==> src/include/scs_pkg.sv <==
// Shared constants and types for the service channel scheduler.
// Assumes one clock domain and a communication-cycle tick from outside.
`default_nettype none
package scs_pkg;

  localparam int SVC_W           = 16;
  localparam int CTL_QUEUE_DEPTH = 16;
  localparam int RSP_FIFO_DEPTH  = 8;
  localparam int CYC_SLOTS       = 8;

  // Phase numbering of the ring start-up
  localparam logic [2:0] PHASE_FIRST   = 3'h0;
  localparam logic [2:0] PHASE_LAST    = 3'h4;
  // Phase 3 is entered only once phase 2 is complete
  localparam logic [2:0] PHASE_SVC_MIN = 3'h3;

  // Telegram: one reserved service word plus one word per cyclic slot
  localparam logic [3:0] SVC_WORDS = 4'h1;

  // Service header word layout
  localparam int HDR_WR_BIT    = 15;
  localparam int HDR_ELEM_LSB  = 12;
  localparam int HDR_SLAVE_LSB = 0;

  localparam logic [15:0] SVC_IDLE_WORD = 16'h0000;

  typedef enum logic [2:0] {
    ELEM_NAME   = 3'h1,
    ELEM_ATTR   = 3'h2,
    ELEM_UNITS  = 3'h3,
    ELEM_MIN    = 3'h4,
    ELEM_MAX    = 3'h5,
    ELEM_OPDATA = 3'h7
  } scs_elem_t;

  typedef enum logic [1:0] {
    SVC_IDLE = 2'b00,
    SVC_HDR  = 2'b01,
    SVC_IDN  = 2'b10,
    SVC_DATA = 2'b11
  } scs_svc_state_t;

  typedef struct packed {
    logic        wr;
    scs_elem_t   elem;
    logic [7:0]  slave;
    logic [15:0] idn;
    logic [7:0]  len;
  } scs_req_t;

  typedef struct packed {
    logic        src;
    logic        last;
    logic [15:0] word;
  } scs_rsp_t;

endpackage
`default_nettype wire

==> src/hdl/scs_fifo.sv <==
// Flip-flop FIFO with valid/ready on both sides.
// Assumes a single clock; full and empty are exact counts.
`timescale 1ns/100ps
`default_nettype none
module scs_fifo #(
  parameter int WIDTH = 16,
  parameter int DEPTH = 8
) (
  input  wire logic             clk,
  input  wire logic             rst,
  input  wire logic             inValid,
  output logic                  inReady,
  input  wire logic [WIDTH-1:0] inData,
  output logic                  outValid,
  input  wire logic             outReady,
  output logic      [WIDTH-1:0] outData
);
  localparam int AW = (DEPTH > 1) ? $clog2(DEPTH) : 1;
  localparam logic [AW:0] FULL_CNT = (AW + 1)'(DEPTH);
  localparam logic [AW-1:0] LAST_IDX = AW'(DEPTH - 1);

  logic [WIDTH-1:0] memQ [DEPTH];
  logic [AW-1:0]    wrPtrQ;
  logic [AW-1:0]    rdPtrQ;
  logic [AW:0]      countQ;
  wire              push = inValid && inReady;
  wire              pop  = outValid && outReady;

  assign inReady  = (countQ != FULL_CNT);
  assign outValid = (countQ != '0);
  assign outData  = memQ[rdPtrQ];

  always_ff @(posedge clk) begin
    if (push) begin
      memQ[wrPtrQ] <= inData;
    end
  end

  always_ff @(posedge clk or posedge rst) begin
    if (rst) begin
      wrPtrQ <= '0;
      rdPtrQ <= '0;
      countQ <= '0;
    end else begin
      if (push) begin
        wrPtrQ <= (wrPtrQ == LAST_IDX) ? '0 : wrPtrQ + 1'b1;
      end
      if (pop) begin
        rdPtrQ <= (rdPtrQ == LAST_IDX) ? '0 : rdPtrQ + 1'b1;
      end
      if (push && !pop) begin
        countQ <= countQ + 1'b1;
      end else if (pop && !push) begin
        countQ <= countQ - 1'b1;
      end
    end
  end
endmodule
`default_nettype wire

==> src/hdl/scs_phase_seq.sv <==
// Ring start-up phase sequencer, steps one phase per granted request.
// Assumes advance requests are single-cycle pulses from the start-up control.
`timescale 1ns/100ps
`default_nettype none
module scs_phase_seq (
  input  wire logic       clk,
  input  wire logic       rst,
  input  wire logic       cycleTick,
  input  wire logic       advReq,
  output logic      [2:0] phase,
  output logic            lastDone
);
  logic [2:0] phaseQ;
  logic       pendQ;
  logic       lastDoneQ;
  wire        step = cycleTick && (pendQ || advReq);

  assign phase    = phaseQ;
  assign lastDone = lastDoneQ;

  always_ff @(posedge clk or posedge rst) begin
    if (rst) begin
      phaseQ    <= scs_pkg::PHASE_FIRST;
      pendQ     <= 1'b0;
      lastDoneQ <= 1'b0;
    end else begin
      // A request between ticks is held for the next tick; several merge into one step
      pendQ <= (pendQ || advReq) && !cycleTick;
      if (step && phaseQ != scs_pkg::PHASE_LAST) begin
        phaseQ <= phaseQ + 3'h1;
      end else if (step) begin
        lastDoneQ <= 1'b1;
      end
    end
  end
endmodule
`default_nettype wire

==> src/hdl/scs_scheduler.sv <==
// Service channel scheduler and cyclic word gate of a ring master.
// Assumes cycleTick pulses once per communication cycle and all inputs
// are synchronous to clk.
//
// Summary of operation
// One service word is always in the telegram, pending request or not.
// Service word goes out in master telegram, answer read from drive.
// Exactly one service word per update; long transfers span updates.
// Only one service request runs at a time, next waits for completion.
// Control program queue holds up to 16 pending requests.
// Queued requests run and complete in queued order.
// All queued control requests are served before any diagnostic one.
// Service transfers only after phase 2 is complete.
// Cyclic words are sent only after phase 4 is complete.
// Once running, every configured cyclic word is sent each cycle.
// Cyclic configuration locks after phase 4; later changes refused.
// Each cyclic item has its own telegram word, lengthening it.
// Only the operation-data element may be mapped to a cyclic slot.
// Service channel reaches every element of an identification number.
// Master always starts service transfers; drive only answers.
// Phases 0 to 4 advance strictly in sequence.
// Full control queue rejects the request and flags queue full.
`timescale 1ns/100ps
`default_nettype none
module scs_scheduler (
  input  wire logic              clk,
  input  wire logic              rst,
  input  wire logic              cycleTick,
  input  wire logic              phaseAdvReq,
  output logic             [2:0] ringPhase,
  output logic                   cyclicRun,
  input  wire logic              ctlReqValid,
  output logic                   ctlReqReady,
  input  wire scs_pkg::scs_req_t ctlReq,
  output logic                   ctlQueueFull,
  output logic                   ctlReqRejected,
  input  wire logic              diagReqValid,
  output logic                   diagReqReady,
  input  wire scs_pkg::scs_req_t diagReq,
  input  wire logic              wrDataValid,
  output logic                   wrDataReady,
  input  wire logic       [15:0] wrData,
  output logic                   rspValid,
  input  wire logic              rspReady,
  output scs_pkg::scs_rsp_t      rsp,
  output logic                   svcBusy,
  output logic                   svcDone,
  output logic                   svcDoneSrc,
  output logic            [15:0] mdtSvcWord,
  input  wire logic       [15:0] atSvcWord,
  output logic             [3:0] telLength,
  input  wire logic              cfgWrEn,
  input  wire logic        [2:0] cfgSlot,
  input  wire logic       [15:0] cfgIdn,
  input  wire scs_pkg::scs_elem_t cfgElem,
  output logic                   cfgRefused,
  output logic             [3:0] cycCount,
  output logic                   cycSlotValid,
  output logic             [2:0] cycSlotIdx,
  output logic            [15:0] cycSlotIdn
);
  localparam int RSP_W = $bits(scs_pkg::scs_rsp_t);
  localparam int REQ_W = $bits(scs_pkg::scs_req_t);
  localparam logic SRC_CTL  = 1'b0;
  localparam logic SRC_DIAG = 1'b1;

  // Phase sequencing
  logic [2:0] phase;
  logic       lastDone;

  scs_phase_seq uPhase (
    .clk      (clk),
    .rst      (rst),
    .cycleTick(cycleTick),
    .advReq   (phaseAdvReq),
    .phase    (phase),
    .lastDone (lastDone)
  );

  wire svcAllowed = (phase >= scs_pkg::PHASE_SVC_MIN);
  assign ringPhase = phase;
  assign cyclicRun = lastDone;

  // Control-program request queue
  scs_pkg::scs_req_t ctlHead;
  logic              ctlHeadValid;
  logic              ctlPop;

  scs_fifo #(
    .WIDTH(REQ_W),
    .DEPTH(scs_pkg::CTL_QUEUE_DEPTH)
  ) uCtlQueue (
    .clk     (clk),
    .rst     (rst),
    .inValid (ctlReqValid),
    .inReady (ctlReqReady),
    .inData  (ctlReq),
    .outValid(ctlHeadValid),
    .outReady(ctlPop),
    .outData (ctlHead)
  );

  assign ctlQueueFull = !ctlReqReady;

  logic rejectQ;
  assign ctlReqRejected = rejectQ;

  // Service transfer state
  scs_pkg::scs_svc_state_t stateQ;
  scs_pkg::scs_req_t       curQ;
  logic                    srcQ;
  logic [7:0]              remainQ;
  logic [15:0]             mdtWordQ;
  logic                    doneQ;
  logic                    doneSrcQ;

  wire idle      = (stateQ == scs_pkg::SVC_IDLE);
  wire grantOk   = idle && svcAllowed;
  wire grantCtl  = grantOk && ctlHeadValid;
  wire grantDiag = grantOk && !ctlHeadValid && diagReqValid;
  assign ctlPop       = grantCtl;
  assign diagReqReady = grantOk && !ctlHeadValid;

  // Response buffer, drained by the consumer; a full buffer stalls reads
  logic              rspInValid;
  logic              rspInReady;
  scs_pkg::scs_rsp_t rspIn;

  scs_fifo #(
    .WIDTH(RSP_W),
    .DEPTH(scs_pkg::RSP_FIFO_DEPTH)
  ) uRspFifo (
    .clk     (clk),
    .rst     (rst),
    .inValid (rspInValid),
    .inReady (rspInReady),
    .inData  (rspIn),
    .outValid(rspValid),
    .outReady(rspReady),
    .outData (rsp)
  );

  wire inData    = (stateQ == scs_pkg::SVC_DATA);
  wire dataTick  = cycleTick && inData;
  wire wrStep    = dataTick && curQ.wr && wrDataValid;
  wire rdStep    = dataTick && !curQ.wr && rspInReady;
  wire dataStep  = wrStep || rdStep;
  wire lastWord  = (remainQ == 8'h01);
  wire noData    = (curQ.len == 8'h00);

  assign wrDataReady = dataTick && curQ.wr;
  // Drive answer is taken only while a master-started read runs
  assign rspInValid  = rdStep;
  assign rspIn       = '{src: srcQ, last: lastWord, word: atSvcWord};

  // Header carries the element selector, so any element can be reached
  wire [15:0] hdrWord = (16'(curQ.wr) << scs_pkg::HDR_WR_BIT)
                      | (16'(curQ.elem) << scs_pkg::HDR_ELEM_LSB)
                      | (16'(curQ.slave) << scs_pkg::HDR_SLAVE_LSB);

  logic [15:0] mdtNext;
  always_comb begin
    mdtNext = scs_pkg::SVC_IDLE_WORD;
    unique case (stateQ)
      scs_pkg::SVC_IDLE: mdtNext = scs_pkg::SVC_IDLE_WORD;
      scs_pkg::SVC_HDR:  mdtNext = hdrWord;
      scs_pkg::SVC_IDN:  mdtNext = curQ.idn;
      scs_pkg::SVC_DATA: mdtNext = wrStep ? wrData : mdtWordQ;
    endcase
  end

  always_ff @(posedge clk or posedge rst) begin
    if (rst) begin
      stateQ   <= scs_pkg::SVC_IDLE;
      curQ     <= '0;
      srcQ     <= SRC_CTL;
      remainQ  <= 8'h00;
      mdtWordQ <= scs_pkg::SVC_IDLE_WORD;
      doneQ    <= 1'b0;
      doneSrcQ <= SRC_CTL;
      rejectQ  <= 1'b0;
    end else begin
      doneQ   <= 1'b0;
      rejectQ <= ctlReqValid && !ctlReqReady;
      // Word is refreshed every tick, idle or not
      if (cycleTick) begin
        mdtWordQ <= mdtNext;
      end
      unique case (stateQ)
        scs_pkg::SVC_IDLE: begin
          if (grantCtl) begin
            curQ   <= ctlHead;
            srcQ   <= SRC_CTL;
            stateQ <= scs_pkg::SVC_HDR;
          end else if (grantDiag) begin
            curQ   <= diagReq;
            srcQ   <= SRC_DIAG;
            stateQ <= scs_pkg::SVC_HDR;
          end
        end
        scs_pkg::SVC_HDR: begin
          if (cycleTick) begin
            stateQ <= scs_pkg::SVC_IDN;
          end
        end
        scs_pkg::SVC_IDN: begin
          if (cycleTick) begin
            remainQ <= curQ.len;
            if (noData) begin
              stateQ   <= scs_pkg::SVC_IDLE;
              doneQ    <= 1'b1;
              doneSrcQ <= srcQ;
            end else begin
              stateQ <= scs_pkg::SVC_DATA;
            end
          end
        end
        scs_pkg::SVC_DATA: begin
          if (dataStep) begin
            remainQ <= remainQ - 8'h01;
            if (lastWord) begin
              stateQ   <= scs_pkg::SVC_IDLE;
              doneQ    <= 1'b1;
              doneSrcQ <= srcQ;
            end
          end
        end
      endcase
    end
  end

  assign svcBusy    = !idle;
  assign svcDone    = doneQ;
  assign svcDoneSrc = doneSrcQ;
  assign mdtSvcWord = mdtWordQ;

  // Cyclic slot configuration
  logic [15:0] slotIdnQ [scs_pkg::CYC_SLOTS];
  logic [3:0]  cycCountQ;
  logic        refuseQ;

  wire cfgLocked = lastDone;
  wire cfgBadEl  = (cfgElem != scs_pkg::ELEM_OPDATA);
  wire cfgTake   = cfgWrEn && !cfgLocked && !cfgBadEl;
  wire [3:0] cfgSlotEnd = 4'(cfgSlot) + 4'h1;

  genvar s;
  generate
    for (s = 0; s < scs_pkg::CYC_SLOTS; s++) begin : gSlot
      always_ff @(posedge clk or posedge rst) begin
        if (rst) begin
          slotIdnQ[s] <= 16'h0000;
        end else if (cfgTake && cfgSlot == 3'(s)) begin
          slotIdnQ[s] <= cfgIdn;
        end
      end
    end
  endgenerate

  always_ff @(posedge clk or posedge rst) begin
    if (rst) begin
      cycCountQ <= 4'h0;
      refuseQ   <= 1'b0;
    end else begin
      refuseQ <= cfgWrEn && !cfgTake;
      if (cfgTake && cfgSlotEnd > cycCountQ) begin
        cycCountQ <= cfgSlotEnd;
      end
    end
  end

  assign cfgRefused = refuseQ;
  assign cycCount   = cycCountQ;
  // The telegram holds one word per slot up to the highest mapped one
  assign telLength  = scs_pkg::SVC_WORDS + cycCountQ;

  // Cyclic word emission: one slot per clock after each tick.
  // Slots must fit between ticks; 8 slots take 8 clocks, so ticks must be at least 8 clocks apart.
  logic       emitQ;
  logic [2:0] emitIdxQ;
  logic [15:0] emitIdnQ;
  wire [3:0]  emitIdxNext = 4'(emitIdxQ) + 4'h1;
  wire        emitStart   = cycleTick && lastDone && cycCountQ != 4'h0;
  wire        emitMore    = emitQ && emitIdxNext < cycCountQ;

  always_ff @(posedge clk or posedge rst) begin
    if (rst) begin
      emitQ    <= 1'b0;
      emitIdxQ <= 3'h0;
      emitIdnQ <= 16'h0000;
    end else begin
      if (emitStart) begin
        emitQ    <= 1'b1;
        emitIdxQ <= 3'h0;
        emitIdnQ <= slotIdnQ[0];
      end else if (emitMore) begin
        emitIdxQ <= emitIdxNext[2:0];
        emitIdnQ <= slotIdnQ[emitIdxNext[2:0]];
      end else begin
        emitQ <= 1'b0;
      end
    end
  end

  assign cycSlotValid = emitQ;
  assign cycSlotIdx   = emitIdxQ;
  assign cycSlotIdn   = emitIdnQ;
endmodule
`default_nettype wire

==> config.mk <==
export PLATFORM = sky130hd
export DESIGN_NAME = scs_scheduler
export DESIGN_NICKNAME = d
export VERILOG_FILES = /design/src/include/scs_pkg.sv /design/src/hdl/scs_fifo.sv /design/src/hdl/scs_phase_seq.sv /design/src/hdl/scs_scheduler.sv
export SDC_FILE = /design/constraint.sdc
export NUM_CORES = 1
export LEC_CHECK = 0
export ABC_AREA = 1
export BUFFER_PORTS_ARGS = -buffer_cell sky130_fd_sc_hd__buf_2
export CORE_ASPECT_RATIO = 1.4
export CORE_MARGIN = 4
export CORE_UTILIZATION = 45
export CTS_CLUSTER_DIAMETER = 120
export DETAILED_ROUTE_END_ITERATION = 12
export GPL_TIMING_DRIVEN = 0
export SLEW_MARGIN = 10
export SYNTH_ARGS = -nofsm -noshare
export SYNTH_HDL_FRONTEND = slang
export SYNTH_SLANG_ARGS = --single-unit
export TNS_END_PERCENT = 30
==> constraint.sdc <==
create_clock -name clk -period 23.2 [get_ports clk]
set_clock_uncertainty 0.2 [all_clocks]
set_input_delay 3.48 -clock clk [delete_from_list [all_inputs] [get_ports clk]]
set_output_delay 3.48 -clock clk [all_outputs]
set_load 0.01 [all_outputs]
Word level (Yosys, flattened, before mapping)
Memories as Yosys holds them, arrays and structs flattened.
Cells that the tools add are included.

cells by class
  $add $sub $neg = 13
  multipliers = 0
  divide/modulo/power cells = 0
  order comparisons = 4
  eq/ne operators = 27
  shift-type cells = 0
  muxes and demuxes = 48
  bitwise operators = 4
  reductions and logical operators = 67

operator list
  cell                 count
  $mux 16              5
  $mux 36              2
  $pmux 16 s4          1
  $bmux 16 s3          1
  $logic_and 1x1->1    36
  $eq 3x3->1 const B   6
  $mux 1               16
  $mux 4               4
  $mux 8               2
  $or 16x15->16        1
  $or 16x8->16         1
  $pmux 8 s2           1
  $mux 2               7
  $add 4x1->4 const B  3
  $logic_not 1->1      12
  $mux 3               4
  $mux 5               2
  $reduce_and 5->1     2
  $reduce_bool 2->1    5
  $add 3x1->3 const B  3
  $add 3x1->4 const B  2
  $eq 4x4->1 const B   2
  $eq 8x1->1 const B   1
  $logic_not 8->1      1
  30 further kinds     43

word-level totals
  register bits = 247
  bits in latches = 0
  RAM bits = 720
  memory bits (read-only) = 0
  input bits = 135
  memories kept = 2

memories
  memory          words  bits a word  read ports  clocked after Yosys merged registers in  write ports  RTL line        source
  uCtlQueue.memQ  16     36           1           0                                        1            scs_fifo.sv:22  logic [WIDTH-1:0] memQ [DEPTH];
  uRspFifo.memQ   8      18           1           0                                        1            scs_fifo.sv:22

Logic depth before layout (Yosys ltp)
  depth in word-level cells = 9
  depth in mapped cells = 17
  mapped depth without buffers = 16

By module
Synthesis repeated with hierarchy kept, for this count alone.

second synthesis, totals
  cell total of the unflattened synthesis = 4670
  area total of the unflattened synthesis = 43953.4 um2

by module, submodules not included
  module                 times used  cells an instance  area an instance (um2)  seq. area each (um2)
  scs_fifo at uCtlQueue  1           2437               25604.6                 17621.9
  scs_scheduler          1           1493               11244.5                 5480.3
  scs_fifo at uRspFifo   1           708                6847.8                  4574.4
  scs_phase_seq          1           32                 256.5                   125.1

Worst setup path before layout
No wires, ideal clock.

  kind = input -> output
  start = input cycleTick
  end = output wrDataReady
  arrival = 3847 ps
  data required time = 19520 ps
  slack = 15673 ps
  stages on the path = 2
  buffers on the path = 0
  path through = inv_2 > nor3b_1

on the way
  longest elaborated chain between the ends = 2

RTL lines
  what               RTL line              source
  start, declared    scs_scheduler.sv:28   input wire logic cycleTick,
  $logic_and 1x1->1  scs_scheduler.sv:144  wire dataTick = cycleTick && inData;
  $logic_and 1x1->1  scs_scheduler.sv:151  assign wrDataReady = dataTick && curQ.wr;
  end, declared      scs_scheduler.sv:41   output logic wrDataReady,

No other way between the ends.

Worst setup path after layout
Same ends and word-level chain as after synthesis.

==> results by stage <==
STA:
- The worst hold slack is 0.279 ns.
- The number of pins with negative max-slew slack in the final report is 0.
- Setup repair after global routing left no endpoint under its margin.
- The final cycle utilization of the critical path is 33.8%.
- The highest achievable clock rate is 0.128 GHz.
- The smallest clock period supported by the final layout is computed as 7.83 ns.
- The relative max-transition margin is 31.1%.
- The final-report hold violation count is 0.
- After routing, the total negative slack on setup checks comes to 0 ns.
- The number of endpoints failing setup at the final stage is 0.
- The transition at the pin with the smallest max-transition slack is 1.03 ns.

Die:
- The number of rows created at floorplan is 131.
- In this run the vertical extent of the chip is 368 microns.
- The die footprint is 97800 sq um.
- The core area is 91600 sq um.
- The horizontal die dimension is 265 microns.
- The effective utilization at floorplan is 45.6%.
- The number of top-level pins is 211.

Finish:
- Cells with a size suffix above 1 make up 11.7% of the layout.
- Compared with the post-synthesis result, the final layout area differs by 15.3%.
- For this run, the post-layout net count is 4706.

Power:
- The switching power as a share of total power is 38.1%.
- Registers are responsible for 38.0% of the overall power.
- The share of total power in the clock network is 27.3%.
- The net load switching power is 0.00214 W.
- The power per unit of standard cell area is 117 nW/um^2.
- The largest voltage drop on the vdd net is 0.0634 mV.
- Cell internal power was estimated by the tool at 0.00348 W.
- Combinational cells account for 34.7% of the total power.
- The leakage dissipation is 20.4 nW.

Critical path:
- Of all nets on the critical path, the largest fanout is 6.
- For this run, the slowest stage of the critical path takes 0.19 ns.
- Counting cells, the worst reg-to-reg path comes to 17.
- The nature of the critical path startpoint is an input pin.
- The critical path contains buffers and inverters numbering 3 combined.
- The start of the worst register-to-register path is uPhase.phase[1]$_DFFE_PP0P_.
- The worst reg2reg path endpoint is uCtlQueue.countQ[4]$_DFFE_PP0P_.
- The cell at the slowest stage of the critical path is sky130_fd_sc_hd__buf_2.
- STA classifies the critical path endpoint as an output pin.
- The type of the worst setup path is input pin to output pin.
- STA puts the critical path data required time at 19.52 ns.
- The minimum setup slack among reg-to-reg paths is 19.73 ns.
- The data arrival time at the worst-slack endpoint is 4.15 ns.
- The critical path goes through buf_2 -> inv_2 -> nor3b_1 -> buf_2.
- The cell that appears most often on the critical path is sky130_fd_sc_hd__buf_2.
- The cell family with the largest share of critical-path delay is buffers and inverters.

Route:
- For this block, the initial DRC count from the detailed router was 2698.
- The count of TritonRoute iterations in the first routing pass is 5.
- In the final routed layout, each cell accounts on average for 20.7 microns.
- After detailed routing, the number of remaining DRC violations is 0.
- Dividing the detail-routed via count by the number of cells gives 5.17.
- The detailed router placed 30056 vias in this run.
- The count of nets left with antenna violations once routing finished came out at 0.
- The final routed wirelength across all metal layers is 120000 microns.

Yosys:
- The Yosys warning count is 0.
- The cell taking the most area after synthesis is sky130_fd_sc_hd__edfxtp_1.
- By area the synthesized netlist is led by sky130_fd_sc_hd__edfxtp_1, sky130_fd_sc_hd__dfrtp_1, sky130_fd_sc_hd__nand2_1, sky130_fd_sc_hd__nand3_1, sky130_fd_sc_hd__o21ai_0.
- The commonest register cell after synthesis is sky130_fd_sc_hd__edfxtp_1.
- The share of the synthesized area in the top cell type is 51.8%.
- The number of nets handed over by synthesis was 4374.
- The synthesized netlist cell count is 4200.
- The netlist uses 44 different library cells.
- After synthesis, the mean cell area works out to 9.94 sq um.
- The register area share after synthesis is 66.6%.
- The share of flip-flops with an asynchronous set or reset after synthesis is 25.5%.
- Synthesis inferred 967 register bits.
- After synthesis the cells add up to 41800 sq um.
- The number of synthesized flops with an enable pin is 720.

Placed design:
- At the end of routability-driven placement, the weighted congestion stood at 0.847.
- The post-DP HPWL is 87300 microns.
- Port buffering added 210 buffers.

CTS:
- The clock passes through at most 3 buffers.
- The number of buffers added for setup after CTS is 0.
- Clock latency on the worst-skew pair, taken at its later pin, is 0.68 ns.
- The post-cts hold buffer count is 0.
- The H-tree depth is 3.
- The number of gates given a new drive strength after cts is 0.
- TritonCTS built the clock tree.
- Clock tree synthesis found a total of 967 sinks.
- The tree is rooted in a sky130_fd_sc_hd__clkbuf_16.
- In this run, CTS created clock tree buffers numbering 92.
- Clock-pin slew was measured on the worst setup and hold paths at 0.06 ns.

Hold path:
- The hold path startpoint is remainQ[6]$_DFFE_PP0P_.
- The worst hold path passes through 2 cells.
- The end of the worst hold path is remainQ[6]$_DFFE_PP0P_.
- The class of the tightest hold or removal check is flop to flop.

Global routing:
- The number of global-route vias before repair is 29870.
- The total congestion overflow is 0.
- The first-pass GRT wire length is 180000 microns.
- Global routing used 24.3% of the available tracks.
- Entering global routing, the biggest net connects 96 pins.
- The number of antenna violations at the first check in global routing is 6.

Job:
- The max-capacitance violation count is 0.

Status:
- The flow ran to the end, and the final reports show no timing, DRC or antenna violations.
[layout by cell type (no fill, tap or decap), types with 94 or more instances in the layout]
cell,n
sky130_fd_sc_hd__buf_2,309
sky130_fd_sc_hd__clkbuf_1,95
sky130_fd_sc_hd__clkbuf_16,94
sky130_fd_sc_hd__dfrtp_1,247
sky130_fd_sc_hd__edfxtp_1,720
sky130_fd_sc_hd__inv_1,310
sky130_fd_sc_hd__nand2_1,1420
sky130_fd_sc_hd__nand3_1,403
sky130_fd_sc_hd__nor2_1,352
sky130_fd_sc_hd__o21ai_0,292
[worst max path at each step]
| stage | startpoint | to | slack [ns] | cells past startpoint |
|---|---|---|---|---|
| finish | cycleTick | wrDataReady | 15.37 | 4 |
| global route | cycleTick | wrDataReady | 15.29 | 4 |
| CTS | cycleTick | wrDataReady | 15.38 | 4 |
| detailed placement | cycleTick | wrDataReady | 15.39 | 4 |
| global placement | rst | ctlReqRejected$_DFF_PP0_ | 9.50 | 2 |
| floorplan | rst | cfgRefused$_DFF_PP0_ | 12.73 | 1 |
[logic make-up (layout without fill, tap and decap cells)]
family | Yosys count | count (layout) | synth area share [%]
AO/OA/AOI/OAI | 418 | 418 | 5.14
XOR/XNOR | 11 | 11 | 0.249
adder cells (fa/ha/maj) | 39 | 39 | 1.20
buffers and inverters | 539 | 946 | 5.32
flip-flops | 967 | 967 | 66.6
multiplexers | 1 | 1 | 0.0270
other | 0 | 5 | 0
AND/OR/NAND/NOR | 2225 | 2225 | 21.5
[layer usage]
metal / wire (microns) / up-vias / track usage, %
li1: - / 14518 / -
met5: 47 / - / 0
met4: 5350 / 6 / 11.1
met2: 62400 / 943 / 44.0
met1: 45700 / 14332 / 28.4
met3: 6780 / 257 / 3.51
[final cells by class]
type	count	area, sq um
inverters	325	1230
clock inverters	43	497
diodes	5	12.5
repair buffers	238	1670
plain buffers	214	998
clock buffers	126	2560
well taps	1197	1500
fillers	8133	43500
flip-flops and latches	967	27800
multi-input cells	2694	11900
[flip-flops by register name (all words and copies together), names as in the netlist, 5 cells and up]
signal and flops:
curQ 36, cycSlotIdn 16, mdtSvcWord 16, remainQ 8, slotIdnQ 128, uCtlQueue.countQ 5
uCtlQueue.memQ 576, uRspFifo.memQ 144
[Yosys cell counts, types with 7 or more instances]
cell and n:
sky130_fd_sc_hd__xor2_1 7, sky130_fd_sc_hd__inv_1 311, sky130_fd_sc_hd__o21ai_0 292, sky130_fd_sc_hd__ha_1 37, sky130_fd_sc_hd__nand2_1 1420, sky130_fd_sc_hd__a31oi_1 18, sky130_fd_sc_hd__clkbuf_1 72, sky130_fd_sc_hd__edfxtp_1 720
sky130_fd_sc_hd__buf_2 99, sky130_fd_sc_hd__a21oi_1 71, sky130_fd_sc_hd__buf_1 29, sky130_fd_sc_hd__dfrtp_1 247, sky130_fd_sc_hd__inv_2 10, sky130_fd_sc_hd__nand3_1 403, sky130_fd_sc_hd__nor2_1 376, sky130_fd_sc_hd__buf_4 9
sky130_fd_sc_hd__o21ai_1 26
[through the flow]
stage / cells / worst slack (ns) / total power (W) / area (sq um) / util, %
4_1_cts: 5804 / 15.38 / 0.00566 / 48100 / 52.5
3_3_place_gp: 5607 / 9.50 / 0.00406 / 44300 / 48.4
3_5_place_dp: 5635 / 15.39 / 0.00412 / 45100 / 49.2
2_1_floorplan: 4200 / 12.73 / 0.00334 / 41800 / -
5_1_grt: 5805 / 15.29 / 0.00594 / 48100 / 52.5
6_report: 5809 / 15.37 / 0.00562 / 48100 / 52.5
[worst min-delay path, delay by kind of cell, from the launching register on]
| family | cells | cell delay (ns) |
|---|---|---|
| flops | 1 | 0.34 |
| simple gates | 2 | 0.11 |
[power groups by stage]
stage               sequential (W)  combinational (W)  clock, W
global route               0.00215            0.00215   0.00163
CTS                        0.00214            0.00196   0.00156
detailed placement         0.00217            0.00195         0
floorplan                  0.00216            0.00118         0
global placement           0.00218            0.00188         0
finish                     0.00214            0.00195   0.00154
No activity file was read; power rests on OpenSTA's default activity.
